`config.mk`:
```
export PLATFORM = sky130hd
export DESIGN_NAME = bml_boot_loader
export DESIGN_NICKNAME = d
export VERILOG_FILES = /design/src/inc/bml_pkg.sv /design/src/core/bml_boot_loader.sv
export SDC_FILE = /design/constraint.sdc
export NUM_CORES = 1
export LEC_CHECK = 0
export ABC_AREA = 1
export BUFFER_PORTS_ARGS = -buffer_cell sky130_fd_sc_hd__buf_4
export CORE_MARGIN = 10
export CORE_UTILIZATION = 46
export DETAILED_ROUTE_END_ITERATION = 16
export PLACE_DENSITY_LB_ADDON = 0.25
export SKIP_CTS_REPAIR_TIMING = 1
export SLEW_MARGIN = 10
export SYNTH_ARGS = -nofsm -noshare
export SYNTH_HDL_FRONTEND = slang
export SYNTH_SLANG_ARGS = --single-unit
```
`constraint.sdc`:
```
create_clock -name clock_i -period 2.4 [get_ports clock_i]
set_input_delay 0 -clock clock_i [delete_from_list [all_inputs] [get_ports clock_i]]
set_output_delay 0 -clock clock_i [all_outputs]
set_load 0.02 [all_outputs]
```
`src/inc/bml_pkg.sv`:
```
// Package of constants and types for the boot-mode ROM loader
package bml_pkg;
    localparam int ADDR_W = 24;
    localparam int DATA_W = 32;
    // ---------------------------------------------------------------
    // Address map
    // ---------------------------------------------------------------
    localparam logic [23:0] ROM_BASE = 24'h000000;
    localparam logic [23:0] ROM_LAST = 24'h000FFF;
    localparam logic [23:0] SRC_IRQ0_ADDR = 24'h001000;
    localparam logic [23:0] SRC_IRQ1_ADDR = 24'h400000;
    localparam logic [23:0] SRC_IRQ2_ADDR = 24'hFFF000;
    localparam logic [23:0] SRAM_VECTOR_BASE = 24'h809FC1;
    localparam logic [23:0] BOOT_STACK_LO = 24'h809800;
    localparam logic [23:0] BOOT_STACK_HI = 24'h809801;
    // ---------------------------------------------------------------
    // Vector table and sources
    // ---------------------------------------------------------------
    localparam int VEC_COUNT = 64;
    localparam logic [11:0] VEC_LAST = 12'h03F;
    localparam logic [11:0] VEC_RESET_IDX = 12'h000;
    localparam logic [1:0] SERIAL_WORD_BYTES = 2'h3;
    typedef enum logic [4:0] {
        SRC_NONE = 5'b00001,
        SRC_MEM0 = 5'b00010,
        SRC_MEM1 = 5'b00100,
        SRC_MEM2 = 5'b01000,
        SRC_SER = 5'b10000
    } bml_source_type;
    typedef enum logic [3:0] {
        ST_RESET = 4'b0001,
        ST_POLL = 4'b0010,
        ST_LOAD = 4'b0100,
        ST_DONE = 4'b1000
    } bml_state_type;
endpackage : bml_pkg

```
`src/core/bml_boot_loader.sv`:
```
// Boot-mode decode, boot source select and loader control
//
// Functional notes
// - Boot select high maps ROM at lowest 4K words; reset starts there.
// - In boot mode no external bus activity until a source is chosen.
// - Irq zero, one, two select reads from three fixed external addresses.
// - Irq three selects serial boot: 32-bit words, external clock, frame.
// - Vectors are fixed ROM values pointing into SRAM from the base.
// - Two SRAM stack words are used by the loader; never load there.
// - Flag pin zero floats after reset; code may drive it low.
// - Single repeat executes one fetched opcode several times.
// - After reset edge detection is off; low inputs seen as levels.
`timescale 1ns/1ps
module bml_boot_loader (
    // Clock and reset
    input wire logic clock_i,
    input wire logic rst_i,
    // Mode and interrupt pins
    input wire logic boot_mode_select_i,
    input wire logic ext_irq_zero_i,
    input wire logic ext_irq_one_i,
    input wire logic ext_irq_two_i,
    input wire logic ext_irq_three_i,
    input wire logic edge_trigger_select_i,
    // CPU fetch and load side
    input wire logic [bml_pkg::ADDR_W-1:0] cpu_addr_i,
    input wire logic cpu_access_i,
    input wire logic cpu_ext_busy_i,
    input wire logic load_valid_i,
    input wire logic [bml_pkg::ADDR_W-1:0] load_addr_i,
    input wire logic boot_done_i,
    // Flag pin control from code
    input wire logic flag_drive_low_i,
    // Repeat single
    input wire logic repeat_start_i,
    input wire logic [7:0] repeat_count_i,
    input wire logic [bml_pkg::DATA_W-1:0] fetch_opcode_i,
    // Outputs
    output logic rom_select_o,
    output logic ext_bus_select_o,
    output logic [bml_pkg::ADDR_W-1:0] rom_vector_o,
    output logic [4:0] boot_source_o,
    output logic [bml_pkg::ADDR_W-1:0] boot_src_addr_o,
    output logic serial_boot_o,
    output logic load_allowed_o,
    output logic stack_clash_o,
    output logic [3:0] irq_flags_o,
    output logic general_flag_pin_zero_o,
    output logic general_flag_pin_zero_oe_n_o,
    output logic boot_active_o,
    output logic repeat_busy_o,
    output logic [bml_pkg::DATA_W-1:0] exec_opcode_o
);
    import bml_pkg::*;

    // ---------------------------------------------------------------
    // State
    // ---------------------------------------------------------------
    bml_state_type state_q;
    bml_source_type src_q;
    logic mode_q;
    logic edge_armed_q;
    logic flag_low_q;
    logic [3:0] irq_now;
    logic [3:0] irq_prev_q;
    logic [3:0] irq_flags_q;
    logic [7:0] rep_cnt_q;
    logic [DATA_W-1:0] rep_op_q;
    logic in_rom;
    logic [ADDR_W-1:0] vec_d;

    assign irq_now = {ext_irq_three_i, ext_irq_two_i,
                      ext_irq_one_i, ext_irq_zero_i};

    // ---------------------------------------------------------------
    // Boot mode and flag pin
    // ---------------------------------------------------------------
    // Flag pin floats
    always_ff @(posedge clock_i) begin
        if (rst_i) begin
            flag_low_q <= 1'b0;
        end else begin
            flag_low_q <= flag_drive_low_i;
        end
    end

    // Mode only follows the pin while no external access is underway.
    // Guarded mode change
    always_ff @(posedge clock_i) begin
        if (rst_i) begin
            mode_q <= 1'b1;
        end else if (!cpu_ext_busy_i) begin
            mode_q <= boot_mode_select_i;
        end
    end

    // ---------------------------------------------------------------
    // Interrupt detection
    // ---------------------------------------------------------------
    // Edge off after reset
    always_ff @(posedge clock_i) begin
        if (rst_i) begin
            edge_armed_q <= 1'b0;
        end else if (state_q == ST_DONE) begin
            edge_armed_q <= 1'b1;
        end
    end

    always_ff @(posedge clock_i) begin
        if (rst_i) begin
            irq_prev_q <= 4'hF;
            irq_flags_q <= 4'h0;
        end else begin
            irq_prev_q <= irq_now;
            if (edge_armed_q && edge_trigger_select_i) begin
                irq_flags_q <= irq_prev_q & ~irq_now;
            end else begin
                irq_flags_q <= ~irq_now;
            end
        end
    end

    // ---------------------------------------------------------------
    // Boot source selection
    // ---------------------------------------------------------------
    // Poll low inputs
    always_ff @(posedge clock_i) begin
        if (rst_i) begin
            state_q <= ST_RESET;
            src_q <= SRC_NONE;
        end else begin
            case (state_q)
                ST_RESET: begin
                    state_q <= mode_q ? ST_POLL : ST_DONE;
                end
                ST_POLL: begin
                    if (irq_flags_q[0]) begin
                        src_q <= SRC_MEM0;
                        state_q <= ST_LOAD;
                    end else if (irq_flags_q[1]) begin
                        src_q <= SRC_MEM1;
                        state_q <= ST_LOAD;
                    end else if (irq_flags_q[2]) begin
                        src_q <= SRC_MEM2;
                        state_q <= ST_LOAD;
                    end else if (irq_flags_q[3]) begin
                        src_q <= SRC_SER;
                        state_q <= ST_LOAD;
                    end
                end
                ST_LOAD: begin
                    if (boot_done_i) begin
                        state_q <= ST_DONE;
                    end
                end
                ST_DONE: begin
                    state_q <= ST_DONE;
                end
                default: begin
                    state_q <= ST_RESET;
                end
            endcase
        end
    end

    // ---------------------------------------------------------------
    // Address decode and vectors
    // ---------------------------------------------------------------
    assign in_rom = (cpu_addr_i <= ROM_LAST);

    always_comb begin
        vec_d = ROM_BASE;
        if (cpu_addr_i[11:0] <= VEC_LAST) begin
            vec_d = SRAM_VECTOR_BASE + {12'h000, cpu_addr_i[11:0]};
        end
    end

    always_ff @(posedge clock_i) begin
        if (rst_i) begin
            rom_vector_o <= SRAM_VECTOR_BASE;
        end else begin
            rom_vector_o <= vec_d;
        end
    end

    assign rom_select_o = mode_q && cpu_access_i && in_rom;
    assign ext_bus_select_o = cpu_access_i && !(mode_q && in_rom)
        && !(mode_q && (state_q == ST_POLL || state_q == ST_RESET));

    always_comb begin
        case (src_q)
            SRC_MEM0: boot_src_addr_o = SRC_IRQ0_ADDR;
            SRC_MEM1: boot_src_addr_o = SRC_IRQ1_ADDR;
            SRC_MEM2: boot_src_addr_o = SRC_IRQ2_ADDR;
            default: boot_src_addr_o = ROM_BASE;
        endcase
    end

    assign stack_clash_o = load_valid_i && (state_q == ST_LOAD) &&
        (load_addr_i == BOOT_STACK_LO || load_addr_i == BOOT_STACK_HI);
    assign load_allowed_o = load_valid_i && (state_q == ST_LOAD) &&
        !stack_clash_o;

    // ---------------------------------------------------------------
    // Single-instruction repeat
    // ---------------------------------------------------------------
    // One fetch feeds every pass, so a mode switch mid-repeat is safe.
    // Repeat from one fetch
    always_ff @(posedge clock_i) begin
        if (rst_i) begin
            rep_cnt_q <= 8'h00;
            rep_op_q <= 32'h00000000;
        end else if (repeat_start_i && rep_cnt_q == 8'h00) begin
            rep_cnt_q <= repeat_count_i;
            rep_op_q <= fetch_opcode_i;
        end else if (rep_cnt_q != 8'h00) begin
            rep_cnt_q <= rep_cnt_q - 8'h01;
        end
    end

    assign repeat_busy_o = (rep_cnt_q != 8'h00);
    assign exec_opcode_o = rep_op_q;
    assign boot_source_o = src_q;
    assign serial_boot_o = (src_q == SRC_SER);
    assign irq_flags_o = irq_flags_q;
    assign boot_active_o = mode_q;
    assign general_flag_pin_zero_o = 1'b0;
    assign general_flag_pin_zero_oe_n_o = !flag_low_q;
endmodule : bml_boot_loader

```
# Yosys cells after proc, flatten, opt, wreduce, memory -nomap -nowiden
# Cells that the tools add are included.
# totals
elab_cells	70
inputBits	102
output_inout_bits	98
register_bits	84
# op_classes
n_addsub	2
magnitude_cmp	2
muxes	16
reduce_logical	24
eq_ne	12
bitwise	3
# ops
operator	count
$pmux W24 S3	1
$eq A24 B24 Y1 const B	2
$mux W4	7
$add A24 B12 Y24 const A	1
$le A24 B12 Y1 const B	1
$mux W24	1
$mux W5	4
$mux W8	2
$pmux W4 S4	1
$le A12 B6 Y1 const B	1
$logic_and A1 B1 Y1	11
$logic_not A8 Y1	1
$reduce_bool A8 Y1	1
$sub A8 B1 Y8 const B	1
$eq A5 B2 Y1 const B	1
$eq A5 B3 Y1 const B	1
$eq A5 B4 Y1 const B	1
$eq A5 B5 Y1 const B	1
$ne A5 B5 Y1 const B	1
$and A4 B4 Y4	1
$eq A4 B1 Y1 const B	1
$eq A4 B2 Y1 const B	1
$eq A4 B3 Y1 const B	1
$eq A4 B4 Y1 const B	1
9 further kinds	14

# Depth between registers and ports, before layout
# Gate-level depths: netlist of run 1.
# depth
ltp_word	5
ltp_mapped	9
mapped_depth_nobuf	8

# Worst setup path before layout of run 1
# Ideal clock, no wire load.
# synth_timing
path_kind	flip-flop to output port
start	reg src_q[3] (netlist: boot_source_o[3])
end	out boot_src_addr_o[14] (netlist bit)
t_required_ns	2.400
arrival_time_ns	1.500
n_path_buf	1
path_slack_ns	0.900
path_stages_with_launch	6
path_cell_list	dfxtp_1 -> inv_1 -> nor2_1 -> inv_1 -> nor2_1 -> buf_4
# synth_via
elab_chain_cells	2
word_cells_on_any_way	4
cone_classes	3 x eq/ne; 1 x mux
# synth_lines
element	line_no	text
start, declared	bml_boot_loader.sv:60	bml_source_type src_q;
start signal, assigned	bml_boot_loader.sv:130	src_q <= SRC_NONE;
start signal, assigned	bml_boot_loader.sv:138	src_q <= SRC_MEM0;
start signal, assigned	bml_boot_loader.sv:141	src_q <= SRC_MEM1;
$eq A5 B4 Y1, or another cell as far along	bml_boot_loader.sv:191	case (src_q)
$pmux W24 S3 *	bml_boot_loader.sv:191	
end, declared	bml_boot_loader.sv:43	output logic [bml_pkg::ADDR_W-1:0] boot_src_addr_o,
# Every way passes the cells marked *; elsewhere a longest branch is shown, timed or not.

# Worst setup path in the final report of run 1
# layout_timing
start	reg rep_cnt_q[0]
end	reg rep_op_q[16] (netlist: exec_opcode_o[16])
# layout_via
elab_chain_cells	2
# layout_lines
element	line_no	text
start, declared	bml_boot_loader.sv:67	logic [7:0] rep_cnt_q;
start signal, assigned	bml_boot_loader.sv:214	rep_cnt_q <= repeat_count_i;
start signal, assigned	bml_boot_loader.sv:217	rep_cnt_q <= rep_cnt_q - 8'h01;
$logic_not A8 Y1	bml_boot_loader.sv:213	end else if (repeat_start_i && rep_cnt_q == 8'h00) begin
$logic_and A1 B1 Y1	bml_boot_loader.sv:213	
end signal, assigned	bml_boot_loader.sv:215	rep_op_q <= fetch_opcode_i;
end, declared	bml_boot_loader.sv:68	logic [DATA_W-1:0] rep_op_q;
# No other way between the ends.
# A chain may end at the register's enable or synchronous reset.

==> results of run 1 <==
## area by class of cell
| class | instances | area share (%) |
|---|---|---|
| clock buffer | 12 | 2.793 |
| clock inverter | 4 | 0.9632 |
| inverter | 49 | 3.564 |
| multi-input combinational | 308 | 25.69 |
| sequential | 75 | 28.89 |
| tap | 96 | 2.312 |
| timing repair buffer | 231 | 35.78 |
## cells in the final DEF (no fill, tap or decap)
master,n
nand4_1,4
bufinv_16,1
buf_4,181
nand2_1,57
o21ai_0,26
conb_1,21
o21bai_1,1
nor4_1,1
nand2_2,2
dfxtp_1,75
nor3b_1,1
clkinvlp_4,2
a21oi_1,10
nand3b_1,2
nand3_1,17
dlygate4sd3_1,50
clkbuf_1,2
clkinv_2,2
o22ai_1,1
nor2_1,133
xnor2_1,2
clkbuf_8,10
inv_1,48
nor2_2,2
o21ai_1,15
xor2_1,2
ha_1,2
nor3_1,5
or2_2,4
## layer usage
metal | vias to the layer above | GRT usage [%]
met2 | 134 | 28.33
met3 | 10 | 8.488
met4 | 0 | 4.970
met5 | - | 0
li1 | 1797 | -
met1 | 1559 | 17.55
## tightest hold or removal path: stages
cell and delay (ns):
buf_4 0.08, nand3_1 0.06, nand3_1 0.06, nand2_1 0.04, inv_1 0.04
## through the flow
stage / hold slack, ns / area [sq um] / worst slack, ns / power [mW] / util, %
floorplan: 0.09972 / 3332 / 0.9004 / 2.762 / -
global placement: 0.1993 / 4501 / 0.4916 / 3.276 / 65.88
detailed placement: 0.2034 / 4501 / 0.4768 / 3.321 / 65.88
CTS: -0.1523 / 4696 / 0.4556 / 4.272 / 68.74
global route: 0.002535 / 5196 / 0.1973 / 4.641 / 76.06
finish: -0.02416 / 5196 / 0.3600 / 4.338 / 76.06
## path summary, 6_finish.rpt
kind / endpoint / slack, ns / cells past startpoint
setup / recovery: exec_opcode_o[16] / 0.36 / 8
hold / removal: rep_cnt_q[0] / -0.02 / 5
setup reg to reg: exec_opcode_o[16] / 0.36 / 8
hold reg to reg: irq_flags_o[2] / 0.45 / 2
## cell families (layout without fill, tap and decap cells)
family                   count (synthesis)  in the layout
flip-flops                              75             75
adder cells (fa/ha/maj)                  2              2
AO/OA/AOI/OAI                           53             53
AND/OR/NAND/NOR                        228            228
other                                    1             21
XOR/XNOR                                 4              4
buffers and inverters                   93            296
## power by group through the flow
stage / clock, mW / combinational (mW) / sequential (mW)
after floorplan: 0 / 0.908 / 1.85
after global placement: 0 / 1.63 / 1.65
after detailed placement: 0 / 1.66 / 1.66
after CTS: 0.970 / 1.67 / 1.64
after global routing: 1.01 / 1.96 / 1.67
final: 0.946 / 1.75 / 1.64
## state kept, by name (all words and copies together), names as in the netlist
signal,count
irq_prev_q,4
boot_active_o,1
flag_low_q,1
exec_opcode_o,32
irq_flags_o,4
rom_vector_o,15
rep_cnt_q,8
edge_armed_q,1
boot_source_o,5
state_q,4
==> summary.md, run 1 <==
| Metric | Value |
|---|---|
| Share of the synthesized area in the top cell type | `46.10%` |
| Num rows | `30` |
| Top-count cell post-synth | `nor2_1` |
| Top cells by area, synth | `dfxtp_1, nor2_1, buf_4, nand2_1, inv_1` |
| Required @ worst endpoint | `around 2.6 ns` |
| Ant. Diodes | `0` |
| Placed instance count | `709` |
| Starting density of the core | `a little under half` |
| CP Max Fanout | `34` |
| Gate power share | `40.3%` |
| Top FF cell, synth | `dfxtp_1` |
| CORE AREA | `0.006832 sq mm` |
| Relative slew slack | `63.45%` |
| Pleak | `2.609 nW` |
| P_int | `approximately 2.7 mW` |
| Max Slew Vio Count | `0` |
| Overflow after GRT | `0` |
| Initial antenna violation count | `0` |
| I/O Pins | `200` |
| Top delay family on crit path | `simple AND/OR/NAND/NOR gates` |
| Via count | `approximately 3,500` |
| Largest net degree at the start of global routing | `35` |
| Met1 wire length | `~4.2 mm` |
| Clock Sinks | `75` |
| Die H | `104.1 um` |
| Failing checks | `hold timing` |
| Largest family of logic cells by synthesized area | `simple AND/OR/NAND/NOR gates` |
| WP buf/inv | `2` |
| DR top layer | `met4` |
| Netlist Area Pre-Place | `0.003257 sq mm` |
| Max incr delay on CP | `~0.46 ns` |
| Total Wirelength | `between 10 and 15 mm` |
| Clk_lat worst skew | `0.34 ns` |
| Start point of the worst hold path | `repeat_count_i[0]` |
| Vias in the first global route | `3,130` |
| CP max-delay cell | `clkinv_2` |
| Clock Path Buffers | `2` |
| Clock transition at path regs | `roughly 0.080 ns` |
| Post-route non-filler standard cell count | `a little under 800` |
| Critical Path AT | `2.26 ns` |
| Yosys top cell by area | `dfxtp_1` |
| # setup viols final | `0` |
| Input/output buffers | `roughly 180` |
| Clock Skews | `0.01351 ns` |
| EDFF count, synth | `0` |
| Worst min-delay path class | `input port to flop` |
| Sequential share of the synthesized area | `46.10%` |
| Sw Ratio | `36.91%` |
| Remaining antenna violation count | `0` |
| Post-route DRC | `0` |
| Detailed placement HPWL | `7.812 mm` |
| Outcome | `finished, violations left` |
| Mux cell area share after synthesis | `0%` |
| Synth top cells by count | `nor2_1, dfxtp_1, nand2_1` |
| Die width | `between 100 and 150 um` |
| CTS tree | `done` |
| First-pass GRT wire length | `14.99 mm` |
| Post-synthesis register bit count | `75` |
| CP endpoint kind | `flop` |
| Tmin final | `approximately 2.0 ns` |
| Seq. cell area | `~0.0015 sq mm` |
| Simple-gate portion of the synthesized area | `between 20 and 30%` |
| GRT Total Usage | `between 15 and 20%` |
| Layout Nets | `~800` |
| Total CTS buffers | `9` |
| Startpoint type of the worst setup path | `flop` |
| Synth-to-Final Area Change | `59.55%` |
| YS warnings | `0` |
| 1st-pass router iterations | `4` |
| Post-synthesis compound-gate area fraction | `around 8.3%` |
| Placer Congestion | `0.8438` |
| Critical-path cell list | `inv_1 -> ha_1 -> nand2_2 -> nor2_2 -> nand2_2 -> clkinv_2 -> nor2_1 -> nor2_1` |
| DR iter-0 viols | `142` |
| TNS Setup | `0 ns` |
| Hold Slack | `-0.02416 ns` |
| Switching pwr | `between 1.5 and 2 mW` |
| Share of cells above drive strength 1 | `between 30% and 40%` |
| Max-Cap Viols | `0` |
| H-tree lvl count | `3` |
| Final hold viol count | `2` |
| Max VDD drop | `approximately 500 uV` |
| RSZ-0062 raised after global routing | `no` |
| PwrDens | `between 800 and 900 mW/mm^2` |
| Met2 routed WL | `5.801 mm` |
| Yosys cell types | `28` |
| Metal3 WL | `roughly 1.1 mm` |
| Multi-input gate area | `0.001335 sq mm` |
| Syn Inst Count | `between 400 and 500` |
| Die Area | `approximately 0.011 sq mm` |
| Crit path from | `rep_cnt_q[0]` |
| Clock power share | `between 20% and 30%` |
| Root Buffer | `clkbuf_8` |
| Fmax achieved | `slightly below 500 MHz` |
| Via density | `4.516` |
| DR WL/cell | `roughly 14 um` |
| Worst Setup Path Type | `flop to flop` |
| Synth Area in XOR/XNOR | `~1.1%` |
| Final period util | `between 80% and 90%` |
| Worst Tran Pin Value | `between 0.5 and 0.6 ns` |
| Post-synth ARST share | `0%` |
| Syn avg cell area | `between 7 and 8 sq um` |
| Fillers | `500` |
| Sequential share of power | `around 38%` |
| Post-synthesis adder-cell area fraction | `0.7683%` |
| R2R Path Start | `rep_cnt_q[0]` |
(Power assumes the default switching activity.)
==> run 2, diff against run 1 <==
--- a/config.mk
+++ b/config.mk
@@ -7,8 +7,8 @@
 export LEC_CHECK = 0
 export ABC_AREA = 1
 export BUFFER_PORTS_ARGS = -buffer_cell sky130_fd_sc_hd__buf_4
-export CORE_MARGIN = 10
 export CORE_UTILIZATION = 46
+export CTS_CLUSTER_SIZE = 20
 export DETAILED_ROUTE_END_ITERATION = 16
 export PLACE_DENSITY_LB_ADDON = 0.25
 export SKIP_CTS_REPAIR_TIMING = 1
==> summary.md, run 2 (synthesis gave the netlist of run 1 again) <==
| Metric | Value |
|---|---|
| Outcome | `finished, violations left` |
| Failing checks | `hold timing` |
| Max incr delay on CP | `about 0.37 ns` |
| RSZ-0062 raised after global routing | `no` |
| Post-route non-filler standard cell count | `approximately 770` |
| Clock Sinks | `75` |
| Seq. cell area | `around 0.0015 sq mm` |
| CP Max Fanout | `34` |
| R2R Path Start | `rep_cnt_q[0]` |
| CORE AREA | `roughly 0.0068 sq mm` |
| Multi-input gate area | `about 0.0013 sq mm` |
| Overflow after GRT | `0` |
| CTS tree | `done` |
| Root Buffer | `clkbuf_8` |
| Input/output buffers | `between 150 and 200` |
| Starting density of the core | `47.67%` |
| Worst hold endpoint | `rep_cnt_q[0]` |
| Worst Setup Path Type | `flop to flop` |
| Post-route DRC | `0` |
| Critical Path AT | `around 2.1 ns` |
| Reg2Reg Depth | `9` |
| Largest net degree at the start of global routing | `35` |
| I/O Pins | `200` |
| Die Area | `around 0.0074 sq mm` |
| Most frequent cells in the layout | `buf_4, nor2_1, dfxtp_1, nand2_1, dlygate4sd3_1` |
| Die H | `86.15 um` |
| Die width | `between 80 and 90 um` |
| Overall power | `approximately 4.3 mW` |
| Fmax achieved | `roughly 530 MHz` |
| Layout Nets | `roughly 800` |
| TNS Setup | `0 ns` |
| Initial antenna violation count | `0` |
| Pleak | `around 2.6 nW` |
| Placed instance count | `between 700 and 800` |
| Share of cells above drive strength 1 | `30.18%` |
| Metal3 WL | `slightly below 700 um` |
| Max-Cap Viols | `0` |
| Num rows | `30` |
| DR top layer | `met4` |
| Fillers | `498` |
| Max VDD drop | `approximately 700 uV` |
| Worst min-delay path class | `input port to flop` |
| CP max-delay cell | `clkinv_2` |
| Relative slew slack | `63.64%` |
| Critical-path cell list | `inv_1 -> ha_1 -> nand2_2 -> nor2_2 -> buf_4 -> nand2_2 -> clkinv_2 -> nor2_1 -> nor2_1` |
| Total CTS buffers | `9` |
| Clk_lat worst skew | `0.33 ns` |
| R2r setup slk | `between 0.5 and 0.6 ns` |
| Hold Crit Depth | `5` |
| Clock Path Buffers | `2` |
| Placer Congestion | `roughly 0.8` |
| Max Slew Vio Count | `0` |
| First-pass GRT wire length | `~13 mm` |
| DR WL/cell | `11.98 um` |
| Via density | `approximately 4.6` |
| Via count | `around 3,500` |
| H-tree lvl count | `3` |
| Total Wirelength | `a little over 9 mm` |
| Clock Skews | `about 0.0095 ns` |
| Met1 wire length | `about 3.5 mm` |
| Required @ worst endpoint | `between 2 and 3 ns` |
| Remaining antenna violation count | `0` |
| Tmin final | `around 1.9 ns` |
| Met2 routed WL | `between 4 and 5 mm` |
| PwrDens | `827.1 mW/mm^2` |
| # setup viols final | `0` |
| Final hold viol count | `2` |
| Ant. Diodes | `0` |
| Startpoint type of the worst setup path | `flop` |
| DR iter-0 viols | `roughly 70` |
| Vias in the first global route | `3,016` |
| Clock transition at path regs | `0.07 ns` |
| Most common cell after layout, fill and taps aside | `buf_4` |
| Detailed placement HPWL | `6.157 mm` |
| FF-to-FF End | `exec_opcode_o[9]` |
| Final period util | `between 70% and 80%` |
| Worst Tran Pin Value | `about 0.54 ns` |
| Max reg flops | `32` |
| GRT Total Usage | `a little over a fifth` |
| Start point of the worst hold path | `repeat_count_i[0]` |
| CP endpoint kind | `flop` |
| 1st-pass router iterations | `4` |
| Hold Slack | `-0.009837 ns` |
| Synth-to-Final Area Change | `58.78%` |
==> run 2: changes by cell type in the layout (fill, tap and decap cells not counted), sizes merged <==
cell,before,now
clkinv,2,4
clkinvlp,2,1
clkbuf,12,9
dlygate4sd3,50,49
==> run 2: layout make-up <==
class / count / area share, %
Clock buffer: 9 / 2.395
Clock inverter: 5 / 1.089
Inverter: 49 / 3.581
Multi-Input combinational cell: 308 / 25.82
Sequential cell: 75 / 29.03
Tap cell: 96 / 2.323
Timing Repair Buffer: 230 / 35.76
==> run 2: worst max path at each step <==
stage                           startpoint             endpoint  cells past startpoint
after floorplan           boot_source_o[3]  boot_src_addr_o[14]                      5
after global placement        rep_cnt_q[0]         rep_cnt_q[7]                      9
after detailed placement      rep_cnt_q[0]         rep_cnt_q[5]                      9
after CTS                     rep_cnt_q[0]         rep_cnt_q[5]                      9
after global routing          rep_cnt_q[0]     exec_opcode_o[9]                      9
final                         rep_cnt_q[0]     exec_opcode_o[9]                      9
==> run 2: power by group <==
part | internal [mW] | switching [mW] | leakage, nW | total, mW
clock | 0.467 | 0.436 | 0.0909 | 0.902
combinational | 0.736 | 0.993 | 1.90 | 1.73
sequential | 1.49 | 0.153 | 0.616 | 1.65
==> run 2: critical path: cells and delay by family, from the launching register on <==
kind / cells / cell delay [ns]
buf+inv: 3 / 0.60
fa+ha+maj: 1 / 0.23
simple gates: 5 / 0.60
flops: 1 / 0.33
==> run 2: layer usage <==
metal / GRT usage (%) / vias up
met5: 0 / -
met4: 7.576 / 0
met3: 7.315 / 8
met2: 39.39 / 151
met1: 22.92 / 1568
li1: - / 1793
==> run 2: through the flow <==
stage	setup WS [ns]	util [%]	cell area [sq um]	hold WS (ns)
CTS	0.5140	68.52	4681	-0.1498
finish	0.5131	75.70	5171	-0.009837
global route	0.3354	75.70	5171	0.02203
global placement	0.5798	65.88	4501	0.1994
floorplan	0.9004	-	3332	0.09972
detailed placement	0.5259	65.88	4501	0.2056
==> run 3, diff against run 2 <==
--- a/config.mk
+++ b/config.mk
@@ -5,9 +5,9 @@
 export SDC_FILE = /design/constraint.sdc
 export NUM_CORES = 1
 export LEC_CHECK = 0
-export ABC_AREA = 1
+export ABC_AREA = 0
 export BUFFER_PORTS_ARGS = -buffer_cell sky130_fd_sc_hd__buf_4
-export CORE_UTILIZATION = 46
+export CORE_UTILIZATION = 38
 export CTS_CLUSTER_SIZE = 20
 export DETAILED_ROUTE_END_ITERATION = 16
 export PLACE_DENSITY_LB_ADDON = 0.25
==> constraint.sdc (replaced) <==
create_clock -name clock_i -period 1.6 [get_ports clock_i]
set_input_delay 0 -clock clock_i [delete_from_list [all_inputs] [get_ports clock_i]]
set_output_delay 0 -clock clock_i [all_outputs]
set_load 0.02 [all_outputs]
==> summary.md, run 3 <==
| Metric | Value |
|---|---|
| Vias in the first global route | `slightly below 3,000` |
| CP max-delay cell | `or4_4` |
| Gate power share | `about 40%` |
| Starting density of the core | `between 40% and 50%` |
| Syn avg cell area | `just over 8 sq um` |
| Synth-to-Final Area Change | `74.34%` |
| Post-synthesis register bit count | `75` |
| Max-Cap Viols | `0` |
| Share of cells above drive strength 1 | `roughly two fifths` |
| Startpoint type of the worst setup path | `flop` |
| CTS tree | `done` |
| Post-synthesis compound-gate area fraction | `between 10% and 20%` |
| P_int | `~4.4 mW` |
| Layout Nets | `roughly 730` |
| Netlist Area Pre-Place | `0.003169 sq mm` |
| Sequential share of power | `a little over a third` |
| Finished Core Util | `a little over two thirds` |
| Failing checks | `setup timing` |
| Top-count cell post-synth | `nand2_1` |
| Clock Path Buffers | `2` |
| Top FF cell, synth | `dfxtp_1` |
| Tmin final | `1.780 ns` |
| Total CTS buffers | `9` |
| Clock Sinks | `75` |
| Die width | `just over 90 um` |
| Most frequent cells in the layout | `buf_4, nand2_1, dfxtp_1, dlygate4sd3_1, a21oi_1` |
| Largest family of logic cells by synthesized area | `simple AND/OR/NAND/NOR gates` |
| Root Buffer | `clkbuf_8` |
| Yosys cell types | `38` |
| Total Wirelength | `just under 10 mm` |
| I/O Pins | `200` |
| Simple-gate portion of the synthesized area | `roughly 25%` |
| Remaining antenna violation count | `0` |
| Die H | `93.33 um` |
| # setup viols final | `38` |
| DR WL/cell | `~13 um` |
| Top delay family on crit path | `simple AND/OR/NAND/NOR gates` |
| Largest net degree at the start of global routing | `33` |
| Post-route DRC | `0` |
| Critical-path cell list | `or4_4 -> or3_4 -> buf_6` |
| DR iter-0 viols | `100` |
| WP buf/inv | `1` |
| Clock transition at path regs | `approximately 0.080 ns` |
| Synth Area in XOR/XNOR | `approximately 2.5%` |
| Most common cell after layout, fill and taps aside | `buf_4` |
| CP Max Fanout | `6` |
| 1st-pass router iterations | `4` |
| Max incr delay on CP | `0.54 ns` |
| Die Area | `approximately 0.0087 sq mm` |
| Pleak | `2.460 nW` |
| Yosys top cell by area | `dfxtp_1` |
| Synth top cells by count | `nand2_1, dfxtp_1, a21oi_1` |
| Sw Ratio | `between 30% and 40%` |
| YS warnings | `0` |
| Final hold viol count | `0` |
| PwrDens | `between 1000 and 1500 mW/mm^2` |
| Max reg flops | `32` |
| Detailed placement HPWL | `slightly above 6 mm` |
| Worst min-delay path class | `input port to flop` |
| Worst Setup Path Type | `flop to output port` |
| Final period util | `111.2%` |
| H-tree lvl count | `3` |
| Placed instance count | `650` |
| EDFF count, synth | `0` |
| Fmax achieved | `561.9 MHz` |
| Num rows | `32` |
| Final setup margin | `-0.1796 ns` |
| Switching pwr | `between 2 and 2.5 mW` |
| Max VDD drop | `~900 uV` |
| Syn Inst Count | `387` |
| GRT Total Usage | `18.80%` |
| Outcome | `finished, violations left` |
| Critical Path AT | `roughly 1.8 ns` |
| Multi-input gate area | `0.001516 sq mm` |
| Post-route non-filler standard cell count | `728` |
| Post-synth ARST share | `0%` |
| Input/output buffers | `~180` |
| Initial antenna violation count | `0` |
| Fillers | `612` |
| Post-synthesis adder-cell area fraction | `less than 1%` |
| Top cells by area, synth | `dfxtp_1, nand2_1, buf_4, a21oi_1, nor2_1` |
| Clock power share | `24.6%` |
| Clock Skews | `between 0.009 and 0.01 ns` |
| First-pass GRT wire length | `12.94 mm` |
| Mux cell area share after synthesis | `less than 1%` |
| Max Slew Vio Count | `0` |
| Overflow after GRT | `0` |
| Via density | `approximately 4.7` |
| Share of the synthesized area in the top cell type | `a little under half` |
| CORE AREA | `about 0.008 sq mm` |
| Sequential share of the synthesized area | `47.37%` |
| Clk_lat worst skew | `~0.34 ns` |
| Via count | `around 3,400` |
| CP endpoint kind | `output port` |
| Placer Congestion | `0.8149` |
| Ant. Diodes | `0` |
| Seq. cell area | `0.001513 sq mm` |
| Required @ worst endpoint | `~1.6 ns` |
| RSZ-0062 raised after global routing | `yes` |
-- run 3: path summary, 6_finish.rpt --
path	from	end	slack, ns	cells after the start
setup / recovery	rep_cnt_q[3]	repeat_busy_o	-0.18	3
hold / removal	cpu_addr_i[11]	rom_vector_o[1]	0.002	3
setup reg to reg	rep_cnt_q[3]	rep_cnt_q[5]	-0.17	4
hold reg to reg	irq_prev_q[1]	irq_flags_o[1]	0.45	2
-- run 3: layout make-up --
class | count | share of cell area [%]
inverter | 7 | 0.4755
sequential | 75 | 27.38
tap | 102 | 2.310
clock inverter | 7 | 1.789
timing repair buffer | 254 | 38.36
multi-input combinational | 274 | 27.45
clock buffer | 9 | 2.242
-- run 3: cell families (layout without fill, tap and decap cells) --
family,after synthesis,after routing
mux,3,3
buf+inv,58,277
flops,75,75
compound gates,71,71
other cells,1,21
simple gates,168,168
xor+xnor,9,9
fa+ha+maj,2,2
-- run 3: tightest hold or removal path, cell delays in order --
cell	delay (ns)
buf_4	0.08
nor3_1	0.04
and3_1	0.17
-- run 3: through the flow --
step	hold WS, ns	setup WS, ns	area, sq um	power [mW]	TNS, ns
2_1_floorplan	0.1155	-0.1164	3288	3.637	-2.720
3_5_place_dp	0.2097	-0.1863	4538	4.484	-3.021
3_3_place_gp	0.2069	-0.1468	4538	4.436	-1.828
4_1_cts	-0.1476	-0.3115	4761	6.103	-3.917
5_1_grt	0.0006344	-0.2154	5525	6.925	-6.128
6_report	0.001656	-0.1796	5525	6.554	-3.609
-- run 3: per-layer routing --
layer	routed length (um)	track usage [%]
met4	216	8.077
met3	529	3.577
met1	3751	21.27
met5	0	0
met2	5184	34.19
-- run 3: power by group through the flow --
stage | registers [mW] | logic [mW] | clock network (mW)
after CTS | 2.31 | 2.13 | 1.66
final | 2.33 | 2.61 | 1.61
after floorplan | 2.54 | 1.09 | 0
after detailed placement | 2.36 | 2.13 | 0
after global placement | 2.34 | 2.09 | 0
after global routing | 2.37 | 2.83 | 1.72
